===== src/rtl/fxr_cfg.svh =====
// register map, reset values and fixed constants of the fsk receive back end
`ifndef FXR_CFG_SVH
`define FXR_CFG_SVH
`define FXR_OFS_CTRL      12'h000
`define FXR_OFS_RAWLEN    12'h004
`define FXR_OFS_SYNCW     12'h008
`define FXR_OFS_LPLTIME   12'h00c
`define FXR_OFS_STATUS    12'h010
`define FXR_CTRL_RST      32'h0000_1028
`define FXR_RAWLEN_RST    32'h0000_0000
`define FXR_SYNCW_RST     32'h0000_0000
`define FXR_LPLTIME_RST   32'h0010_0010
`define FXR_CTRL_MSE      0
`define FXR_CTRL_SS       1
`define FXR_CTRL_HARD     2
`define FXR_CTRL_RBREV    3
`define FXR_CTRL_OVR      4
`define FXR_CTRL_LPL      6
`define FXR_CTRL_RSSIPD   7
`define FXR_CTRL_PTO      8
`define FXR_CTRL_SFDT     9
`define FXR_CTRL_RAW0     13
`define FXR_CTRL_FEC0     14
`define FXR_CTRL_RAW1     15
`define FXR_CTRL_FEC1     16
`define FXR_CTRL_FCSF     17
`define FXR_CTRL_ADRF     18
`define FXR_OVR_OFF       2'h3
`define FXR_OVR_STEP_DB   6'h06
`define FXR_PN9_SEED      9'h1ff
`define FXR_SOFT_MAX      4'h7
`define FXR_SOFT_MIN      4'h9
`define FXR_TSFD_MULT     9'h007
`define FXR_PHR_BITS      5'h10
`endif


===== src/rtl/fxr_pkg.sv =====
// types shared by the fsk receive back end
package fxr_pkg;
  typedef enum logic [2:0] {
    ST_LISTEN,
    ST_LOCK,
    ST_PHR,
    ST_MSWR,
    ST_PAYLOAD
  } fxr_state_t;
endpackage : fxr_pkg


===== src/rtl/fxr_rx_backend.sv =====
// fsk receive back end: sfd correlator, header parsing, raw capture, override and low-power listen
`timescale 1ns/1ps
`include "fxr_cfg.svh"
module fxr_rx_backend (
  input  wire logic              hclk,
  input  wire logic              hresetn,
  input  wire logic              hsel,
  input  wire logic [11:0]       haddr,
  input  wire logic [1:0]        htrans,
  input  wire logic              hwrite,
  input  wire logic [2:0]        hsize,
  input  wire logic [31:0]       hwdata,
  input  wire logic              hready,
  output logic      [31:0]       hrdata,
  output logic                   hreadyout,
  output logic                   hresp,
  input  wire logic              sym_valid,
  input  wire logic [3:0]        sym_soft,
  input  wire logic              dec_valid,
  input  wire logic              dec_bit,
  input  wire logic              preamble_found,
  input  wire logic [5:0]        strength_rise_db,
  input  wire logic [7:0]        rssi_dbm,
  output logic                   fb_wr,
  output logic      [7:0]        fb_data,
  output logic                   frame_start_irq,
  output logic                   frame_end,
  output logic                   front_end_on,
  output logic                   preamble_locked,
  output logic                   fcs_check_en,
  output logic                   addr_filter_en,
  output logic                   dewhiten_active
);
  logic [31:0]        ctrl_q, ctrl_d, rawlen_q, rawlen_d, syncw_q, syncw_d, lpl_q, lpl_d;
  logic [31:0]        rdata_q, rdata_d, status;
  logic               wr_pend_q, wr_pend_d;
  logic [11:0]        wr_addr_q, wr_addr_d;
  fxr_pkg::fxr_state_t state_q, state_d;
  logic [127:0]       hist_q, hist_d;
  logic [15:0]        phr_q, phr_d, phr_full;
  logic [4:0]         bcnt_q, bcnt_d;
  logic [7:0]         oct_q, oct_d;
  logic [8:0]         pn9_q, pn9_d;
  logic [10:0]        left_q, left_d, rxlen_q, rxlen_d, hdr_len;
  logic               raw_q, raw_d, fec_q, fec_d, dw_q, dw_d, ms_q, ms_d;
  logic               rb1_q, rb1_d, rb2_q, rb2_d, fcst_q, fcst_d, sfd_q, sfd_d;
  logic [7:0]         ed_q, ed_d, fbd_q, fbd_d;
  logic               fbw_q, fbw_d, irq_q, irq_d, fend_q, fend_d;
  logic               lpoff_q, lpoff_d;
  logic [15:0]        lpcnt_q, lpcnt_d;
  logic signed [8:0]  c0_new, c1_new, c0_old, tsfd;
  logic               h0, h1, hs, sync_hit, ovr_hit, in_v, in_b, wbit, addr_ok;
  logic [3:0]         q_in;
  logic [5:0]         ovr_db;

  // signed sum of 16 soft values, each taken with the sign of its word bit
  function automatic logic signed [8:0] corr16(input logic [63:0] win, input logic [15:0] w);
    logic signed [8:0] acc;
    logic signed [3:0] x;
    acc = 9'sh000;
    for (int i = 0; i < 16; i++)
    begin
      x = signed'(win[4*i +: 4]);
      acc = w[i] ? acc + 9'(x) : acc - 9'(x);
    end
    return acc;
  endfunction : corr16

  function automatic logic [7:0] rev8(input logic [7:0] v);
    return {v[0], v[1], v[2], v[3], v[4], v[5], v[6], v[7]};
  endfunction : rev8

  // first received bit lands in bit 0 when lsb_first, else in bit 7
  function automatic logic [7:0] place_bit(input logic [7:0] o, input logic [2:0] idx, input logic b,
                                           input logic lsb_first);
    logic [7:0] r;
    r = o;
    if (lsb_first)
      r[idx] = b;
    else
      r[3'h7 - idx] = b;
    return r;
  endfunction : place_bit

  // bus slave: zero wait states, reads answered from a flop loaded in the address phase
  assign hreadyout = 1'b1;
  assign hresp     = 1'b0;
  assign hrdata    = rdata_q;
  assign addr_ok   = hsel && htrans[1] && hready;
  assign status    = {ed_q, 5'h00, state_q == fxr_pkg::ST_PAYLOAD, state_q == fxr_pkg::ST_LOCK,
                      sfd_q, dw_q, fcst_q, rb2_q, rb1_q, ms_q, rxlen_q};

  always_comb
  begin
    ctrl_d    = ctrl_q;
    rawlen_d  = rawlen_q;
    syncw_d   = syncw_q;
    lpl_d     = lpl_q;
    wr_pend_d = addr_ok && hwrite;
    wr_addr_d = addr_ok ? haddr : wr_addr_q;
    rdata_d   = rdata_q;
    if (wr_pend_q)
    begin
      if (wr_addr_q == `FXR_OFS_CTRL)
        ctrl_d = {13'h0000, hwdata[18:0]};
      else if (wr_addr_q == `FXR_OFS_RAWLEN)
        rawlen_d = {21'h000000, hwdata[10:0]};
      else if (wr_addr_q == `FXR_OFS_SYNCW)
        syncw_d = hwdata;
      else if (wr_addr_q == `FXR_OFS_LPLTIME)
        lpl_d = hwdata;
    end
    if (addr_ok && !hwrite)
    begin
      if (haddr == `FXR_OFS_CTRL)
        rdata_d = ctrl_q;
      else if (haddr == `FXR_OFS_RAWLEN)
        rdata_d = rawlen_q;
      else if (haddr == `FXR_OFS_SYNCW)
        rdata_d = syncw_q;
      else if (haddr == `FXR_OFS_LPLTIME)
        rdata_d = lpl_q;
      else if (haddr == `FXR_OFS_STATUS)
        rdata_d = status;
      else
        rdata_d = 32'h0000_0000;
    end
  end

  always_ff @(posedge hclk or negedge hresetn)
  begin
    if (!hresetn)
    begin
      ctrl_q    <= `FXR_CTRL_RST;
      rawlen_q  <= `FXR_RAWLEN_RST;
      syncw_q   <= `FXR_SYNCW_RST;
      lpl_q     <= `FXR_LPLTIME_RST;
      wr_pend_q <= 1'b0;
      wr_addr_q <= 12'h000;
      rdata_q   <= 32'h0000_0000;
    end
    else
    begin
      ctrl_q    <= ctrl_d;
      rawlen_q  <= rawlen_d;
      syncw_q   <= syncw_d;
      lpl_q     <= lpl_d;
      wr_pend_q <= wr_pend_d;
      wr_addr_q <= wr_addr_d;
      rdata_q   <= rdata_d;
    end
  end

  // correlation on the stored history; entry 0 holds the newest symbol
  assign tsfd    = 9'(`FXR_TSFD_MULT * {5'h00, ctrl_q[`FXR_CTRL_SFDT +: 4]});
  assign c0_new  = corr16(hist_q[63:0], syncw_q[15:0]);
  assign c1_new  = corr16(hist_q[63:0], syncw_q[31:16]);
  assign c0_old  = corr16(hist_q[127:64], syncw_q[15:0]);
  assign h0      = c0_new > tsfd;
  assign h1      = c1_new > tsfd;
  assign hs      = (c0_old > tsfd) && h1;
  assign sync_hit = ctrl_q[`FXR_CTRL_SS] ? hs : (h0 || h1);
  assign ovr_db  = `FXR_OVR_STEP_DB * {4'h0, ctrl_q[`FXR_CTRL_OVR +: 2]} + `FXR_OVR_STEP_DB;
  assign ovr_hit = (ctrl_q[`FXR_CTRL_OVR +: 2] != `FXR_OVR_OFF) && (strength_rise_db > ovr_db);
  // soft range -7..+7; hard mode keeps only the sign
  assign q_in    = ctrl_q[`FXR_CTRL_HARD] ? (sym_soft[3] ? `FXR_SOFT_MIN : `FXR_SOFT_MAX) : sym_soft;
  // coded frames take information bits from the decoder, uncoded ones the symbol sign
  assign in_v    = fec_q ? dec_valid : sym_valid;
  assign in_b    = fec_q ? dec_bit : ~sym_soft[3];
  assign wbit    = in_b ^ (dw_q & pn9_q[0]);
  // shift right so that the first header bit ends up in bit 0 after sixteen bits
  assign phr_full = {in_b, phr_q[15:1]};
  always_comb
  begin
    for (int j = 0; j < 11; j++)
      hdr_len[10 - j] = phr_full[5 + j];
  end

  assign fb_wr           = fbw_q;
  assign fb_data         = fbd_q;
  assign frame_start_irq = irq_q;
  assign frame_end       = fend_q;
  assign preamble_locked = state_q != fxr_pkg::ST_LISTEN;
  assign front_end_on    = !(ctrl_q[`FXR_CTRL_LPL] && lpoff_q && state_q == fxr_pkg::ST_LISTEN);
  assign fcs_check_en    = ctrl_q[`FXR_CTRL_FCSF] && !raw_q && !ms_q;
  assign addr_filter_en  = ctrl_q[`FXR_CTRL_ADRF] && !raw_q && !ms_q;
  assign dewhiten_active = dw_q && !raw_q;

  always_comb
  begin
    state_d = state_q;
    hist_d  = hist_q;
    phr_d   = phr_q;
    bcnt_d  = bcnt_q;
    oct_d   = oct_q;
    pn9_d   = pn9_q;
    left_d  = left_q;
    rxlen_d = rxlen_q;
    raw_d   = raw_q;
    fec_d   = fec_q;
    dw_d    = dw_q;
    ms_d    = ms_q;
    rb1_d   = rb1_q;
    rb2_d   = rb2_q;
    fcst_d  = fcst_q;
    sfd_d   = sfd_q;
    ed_d    = ed_q;
    fbd_d   = fbd_q;
    fbw_d   = 1'b0;
    irq_d   = 1'b0;
    fend_d  = 1'b0;
    lpoff_d = lpoff_q;
    lpcnt_d = lpcnt_q;
    case (state_q)
      fxr_pkg::ST_LISTEN:
      begin
        // duty cycle runs only while listening; lock parks it in the on phase
        if (ctrl_q[`FXR_CTRL_LPL])
        begin
          if (lpcnt_q >= (lpoff_q ? lpl_q[31:16] : lpl_q[15:0]))
          begin
            lpcnt_d = 16'h0000;
            lpoff_d = !lpoff_q;
          end
          else
            lpcnt_d = lpcnt_q + 16'h0001;
        end
        else
        begin
          lpoff_d = 1'b0;
          lpcnt_d = 16'h0000;
        end
        if (preamble_found && front_end_on)
        begin
          state_d = fxr_pkg::ST_LOCK;
          hist_d  = '0;
          lpoff_d = 1'b0;
          lpcnt_d = 16'h0000;
        end
      end
      fxr_pkg::ST_LOCK:
      begin
        if (ovr_hit || !preamble_found)
          state_d = fxr_pkg::ST_LISTEN;
        else if (sync_hit)
        begin
          // word 0 wins when both hypotheses hold; single sense always reports word 0
          sfd_d  = !ctrl_q[`FXR_CTRL_SS] && !h0;
          raw_d  = sfd_d ? ctrl_q[`FXR_CTRL_RAW1] : ctrl_q[`FXR_CTRL_RAW0];
          fec_d  = sfd_d ? ctrl_q[`FXR_CTRL_FEC1] : ctrl_q[`FXR_CTRL_FEC0];
          ed_d   = rssi_dbm;
          ms_d   = 1'b0;
          dw_d   = 1'b0;
          bcnt_d = 5'h00;
          oct_d  = 8'h00;
          if (raw_d)
          begin
            // length comes from software because there is no header
            left_d  = rawlen_q[10:0];
            rxlen_d = rawlen_q[10:0];
            irq_d   = 1'b1;
            state_d = fxr_pkg::ST_PAYLOAD;
          end
          else
            state_d = fxr_pkg::ST_PHR;
        end
        else if (sym_valid)
          hist_d = {hist_q[123:0], q_in};
      end
      fxr_pkg::ST_PHR:
      begin
        if (in_v)
        begin
          phr_d  = phr_full;
          bcnt_d = bcnt_q + 5'h01;
          if (bcnt_q == `FXR_PHR_BITS - 5'h01)
          begin
            bcnt_d = 5'h00;
            if (phr_full[0] && ctrl_q[`FXR_CTRL_MSE])
            begin
              ms_d    = 1'b1;
              fbd_d   = ctrl_q[`FXR_CTRL_RBREV] ? phr_full[7:0] : rev8(phr_full[7:0]);
              fbw_d   = 1'b1;
              irq_d   = 1'b1;
              state_d = fxr_pkg::ST_MSWR;
            end
            else if (hdr_len == 11'h000)
              state_d = fxr_pkg::ST_LISTEN;
            else
            begin
              rb1_d   = phr_full[1];
              rb2_d   = phr_full[2];
              fcst_d  = phr_full[3];
              dw_d    = phr_full[4];
              rxlen_d = hdr_len;
              left_d  = hdr_len;
              pn9_d   = `FXR_PN9_SEED;
              irq_d   = 1'b1;
              state_d = fxr_pkg::ST_PAYLOAD;
            end
          end
        end
      end
      fxr_pkg::ST_MSWR:
      begin
        fbd_d   = ctrl_q[`FXR_CTRL_RBREV] ? phr_q[15:8] : rev8(phr_q[15:8]);
        fbw_d   = 1'b1;
        fend_d  = 1'b1;
        state_d = fxr_pkg::ST_LISTEN;
      end
      fxr_pkg::ST_PAYLOAD:
      begin
        if (in_v)
        begin
          // header mode fills octets lsb first; raw mode follows the bit-reverse setting
          oct_d  = place_bit(oct_q, bcnt_q[2:0], wbit, !raw_q || ctrl_q[`FXR_CTRL_RBREV]);
          pn9_d  = {pn9_q[0] ^ pn9_q[5], pn9_q[8:1]};
          bcnt_d = {2'b00, bcnt_q[2:0] + 3'h1};
          if (bcnt_q[2:0] == 3'h7)
          begin
            fbd_d  = oct_d;
            fbw_d  = 1'b1;
            left_d = left_q - 11'h001;
            if (left_q <= 11'h001)
            begin
              fend_d  = 1'b1;
              state_d = fxr_pkg::ST_LISTEN;
            end
          end
        end
      end
      default:
        state_d = fxr_pkg::ST_LISTEN;
    endcase
  end

  always_ff @(posedge hclk or negedge hresetn)
  begin
    if (!hresetn)
    begin
      state_q <= fxr_pkg::ST_LISTEN;
      hist_q  <= '0;
      phr_q   <= 16'h0000;
      bcnt_q  <= 5'h00;
      oct_q   <= 8'h00;
      pn9_q   <= `FXR_PN9_SEED;
      left_q  <= 11'h000;
      rxlen_q <= 11'h000;
      raw_q   <= 1'b0;
      fec_q   <= 1'b0;
      dw_q    <= 1'b0;
      ms_q    <= 1'b0;
      rb1_q   <= 1'b0;
      rb2_q   <= 1'b0;
      fcst_q  <= 1'b0;
      sfd_q   <= 1'b0;
      ed_q    <= 8'h00;
      fbd_q   <= 8'h00;
      fbw_q   <= 1'b0;
      irq_q   <= 1'b0;
      fend_q  <= 1'b0;
      lpoff_q <= 1'b0;
      lpcnt_q <= 16'h0000;
    end
    else
    begin
      state_q <= state_d;
      hist_q  <= hist_d;
      phr_q   <= phr_d;
      bcnt_q  <= bcnt_d;
      oct_q   <= oct_d;
      pn9_q   <= pn9_d;
      left_q  <= left_d;
      rxlen_q <= rxlen_d;
      raw_q   <= raw_d;
      fec_q   <= fec_d;
      dw_q    <= dw_d;
      ms_q    <= ms_d;
      rb1_q   <= rb1_d;
      rb2_q   <= rb2_d;
      fcst_q  <= fcst_d;
      sfd_q   <= sfd_d;
      ed_q    <= ed_d;
      fbd_q   <= fbd_d;
      fbw_q   <= fbw_d;
      irq_q   <= irq_d;
      fend_q  <= fend_d;
      lpoff_q <= lpoff_d;
      lpcnt_q <= lpcnt_d;
    end
  end
endmodule : fxr_rx_backend


===== config.mk =====
export PLATFORM = sky130hd
export DESIGN_NAME = fxr_rx_backend
export DESIGN_NICKNAME = d
export VERILOG_FILES = /design/src/rtl/fxr_pkg.sv /design/src/rtl/fxr_rx_backend.sv
export VERILOG_INCLUDE_DIRS = /design/src /design/src/rtl
export SDC_FILE = /design/constraint.sdc
export NUM_CORES = 1
export LEC_CHECK = 0
export BUFFER_PORTS_ARGS = -buffer_cell sky130_fd_sc_hd__buf_4
export CAP_MARGIN = 25
export CORE_ASPECT_RATIO = 1.25
export CORE_MARGIN = 3
export CORE_UTILIZATION = 60
export CTS_CLUSTER_DIAMETER = 200
export DETAILED_ROUTE_END_ITERATION = 10
export PLACE_DENSITY_LB_ADDON = 0.12
export SLEW_MARGIN = 15
export SYNTH_ARGS = -nofsm -noshare
export SYNTH_HDL_FRONTEND = slang
export SYNTH_SLANG_ARGS = --single-unit

===== constraint.sdc =====
create_clock -name hclk -period 31.7 [get_ports hclk]
set_clock_uncertainty 0.1 [all_clocks]
set_input_delay 3.17 -clock hclk [delete_from_list [all_inputs] [get_ports hclk]]
set_output_delay 3.17 -clock hclk [all_outputs]
set_load 0.03 [all_outputs]

==> impl_metrics.yaml <==
outcome:
  status: "finished, final reports clean"
clock_tree:
  htreeDepth: 2
  cts_buffers: 43
  cts_resized: 0
  hold_buffers: 0
  worstSkewPairLatency_ns: 0.61
  tritoncts: "done"
  cts-root-buf: "clkbuf_16"
  clkSinkCount: 373
  clk_path_buf_depth: 3
  post_cts_buffers: 0
  path_clk_slew_ns: 0.07
timing:
  setup-violations-final: 0
  max_freq_mhz: 64.0
  slew_headroom: 0.237
  drv_slew: 0
  rsz0062_at_grt: "false"
  min_period_ns: 15.63
  post-route-period-util: 0.493
  fin_ws_ns: 16.07
  final.setup.tns_ns: 0
  finalHoldViolCount: 0
  max_slew.worst_pin.slew_ns: 1.14
  whs_ns: 0.386
setup_path:
  r2r_slack_ns: 16.07
  path_max_fanout: 14
  rr_worst_depth: 56
  cpPeakStageDelay_ns: 0.93
  start_kind: "flip-flop"
  cp_slowest_cell: "and2_1"
  rr_endpoint: "rxlen_q[1]$_DFFE_PN0P_"
  critPathCaptureType: "flip-flop"
  r2r_start: "syncw_q[1]$_DFFE_PN0P_"
  crit_type: "flip-flop to flip-flop"
  crit_top_cell: "ha_1"
  crit_arrival_ns: 16.01
  cp.required_ns: 32.09
place:
  dp_hpwl_mm: 79.7
  io_buffer_count: 119
  routabilityCongestion: 0.914
  place_ws_ns: 16.17
  dp.cells: 4877
synth:
  ys_types: 65
  synth_top_family_by_area: "adder cells"
  synth_fa_ha_area_frac: 0.200
  synth-edff-count: 0
  yosysMostFrequentCell: "ha_1"
  synth-seq-cells: 373
  synth.cell_area_um2: 35500
  async_flop_share: 1.00
  synth_common_cells: "491 x ha_1, 436 x nand2_1, 367 x a21oi_1"
  synthSimpleGateAreaFrac: 0.123
  synth_seq_area_share: 0.263
  syn-instance-count: 4107
  synthMuxAreaShare: 0.0704
  synthFlopType: "dfrtp_1"
  synth_top_area_cell: "dfrtp_1"
  synth_compound_area_frac: 0.191
  synth_xor_area_frac: 0.105
  synth_top_area_frac: 0.253
  synthTopCellsByArea: "dfrtp_1 25%, ha_1 17%, xnor2_1 6.5%"
  syn_avg_cell_area_um2: 8.65
  synth_nets: 4723
  ys.warnings.count: 0
routing:
  detail-route-antenna-nets: 0
  drcViolationCount: 0
  wl_per_cell_um: 20.5
  detail_route.first_pass.iterations: 9
  drt_iter0_markers: 2161
  vias_per_cell: 6.05
  num_vias: 30019
  drt-total-wl_mm: 102
power_and_ir_drop:
  power_density_nw_per_um2: 72.1
  p_leak_nw: 19.7
  power.total_mw: 2.79
  peakVddDrop_mv: 0.0728
floorplan:
  io_pins: 126
  placementRows: 99
  die_w_um: 224
  start_util: 0.608
  core_um2: 58500
  dieHeight_um: 278
  die_area_um2: 62200
global_routing:
  overflow: 0
  grt_max_degree: 126
  grt_pass1_wl_mm: 159
  antenna_found_initial: 6
  grt.total_usage: 0.323
  grt_pass1_vias: 29462
finish:
  syn_to_final_growth_pct: 8.77
  finalNonFillerCells: 4962
  drive_gt1_frac: 0.0992
  final_nets: 4784
worst_hold_path:
  min_from: "hrdata[0]$_DFFE_PN0P_"
  holdCritPathClass: "flip-flop to flip-flop"
  hold_depth: 2
  hold_path_end: "hrdata[0]$_DFFE_PN0P_"
job:
  maxCapViolCount: 0
==> cells in the final DEF (no fill, tap or decap), types with 131 or more instances in the layout <==
cell type / synthesis / routed
ha_1: 491 / 491
dfrtp_1: 359 / 359
nor2_1: 318 / 311
inv_1: 290 / 290
xnor2_1: 265 / 265
o21ai_0: 284 / 284
buf_4: 2 / 148
nand2_1: 436 / 436
xor2_1: 131 / 131
mux2_2: 159 / 159
a21oi_1: 367 / 367
==> cell type report <==
type | instances | area (um2)
Multi-Input combinational cell | 3307 | 24600
Fill cell | 5044 | 19800
Sequential cell | 373 | 9350
Timing Repair Buffer | 151 | 1180
Clock buffer | 52 | 1140
Inverter | 292 | 1100
Tap cell | 757 | 947
Clock inverter | 28 | 343
Antenna cell | 2 | 5.00
==> where the power goes <==
group          internal [mW]  total, mW  switching (mW)
clock network          0.296      0.532           0.236
registers              0.530      0.584          0.0543
logic                  0.700       1.67           0.972
total                   1.53       2.79            1.26
==> registers in the layout, summed over array words and instances (netlist names), 12 cells and up <==
register and count:
ctrl_q 19, lpcnt_q 16, phr_q 15, hrdata 32
lpl_q 32, wr_addr_q 12, hist_q 128, syncw_q 32
==> worst max path at each step <==
stage / start / endpoint / cells after the start
after floorplan: syncw_q[1]$_DFFE_PN0P_ / rxlen_q[1]$_DFFE_PN0P_ / 58
after global placement: syncw_q[1]$_DFFE_PN0P_ / hist_q[1]$_DFFE_PN0P_ / 58
after detailed placement: syncw_q[1]$_DFFE_PN0P_ / hist_q[1]$_DFFE_PN0P_ / 58
after CTS: syncw_q[1]$_DFFE_PN0P_ / hist_q[0]$_DFFE_PN0P_ / 58
after global routing: syncw_q[1]$_DFFE_PN0P_ / hist_q[67]$_DFFE_PN0P_ / 58
final: syncw_q[1]$_DFFE_PN0P_ / rxlen_q[1]$_DFFE_PN0P_ / 56
==> stage by stage <==
stage                util  instance area [um2]
floorplan               -                35500
global placement    0.635                37100
detailed placement  0.635                37100
CTS                 0.660                38600
global route        0.661                38700
finish              0.661                38700
==> critical path: cells and delay by family (launching register included) <==
kind	cells	cell delay, ns
multiplexers	2	0.90
buffers and inverters	1	0.08
XOR/XNOR	13	3.13
flip-flops	1	0.75
AO/OA/AOI/OAI	14	3.79
AND/OR/NAND/NOR	11	1.72
adder cells (fa/ha/maj)	15	5.03
==> layer usage <==
layer  part of all wire  track usage
met1               0.39        0.387
met2               0.49        0.571
met3              0.053       0.0434
met4              0.058        0.161
met5            0.00039            0
==> logic make-up after synthesis <==
kind of cell    Yosys count
compound gates         1113
mux                     226
xor+xnor                408
other cells               2
buf+inv                 427
flops                   373
simple gates           1018
fa+ha+maj               540
No activity file was read; power rests on OpenSTA's default activity.
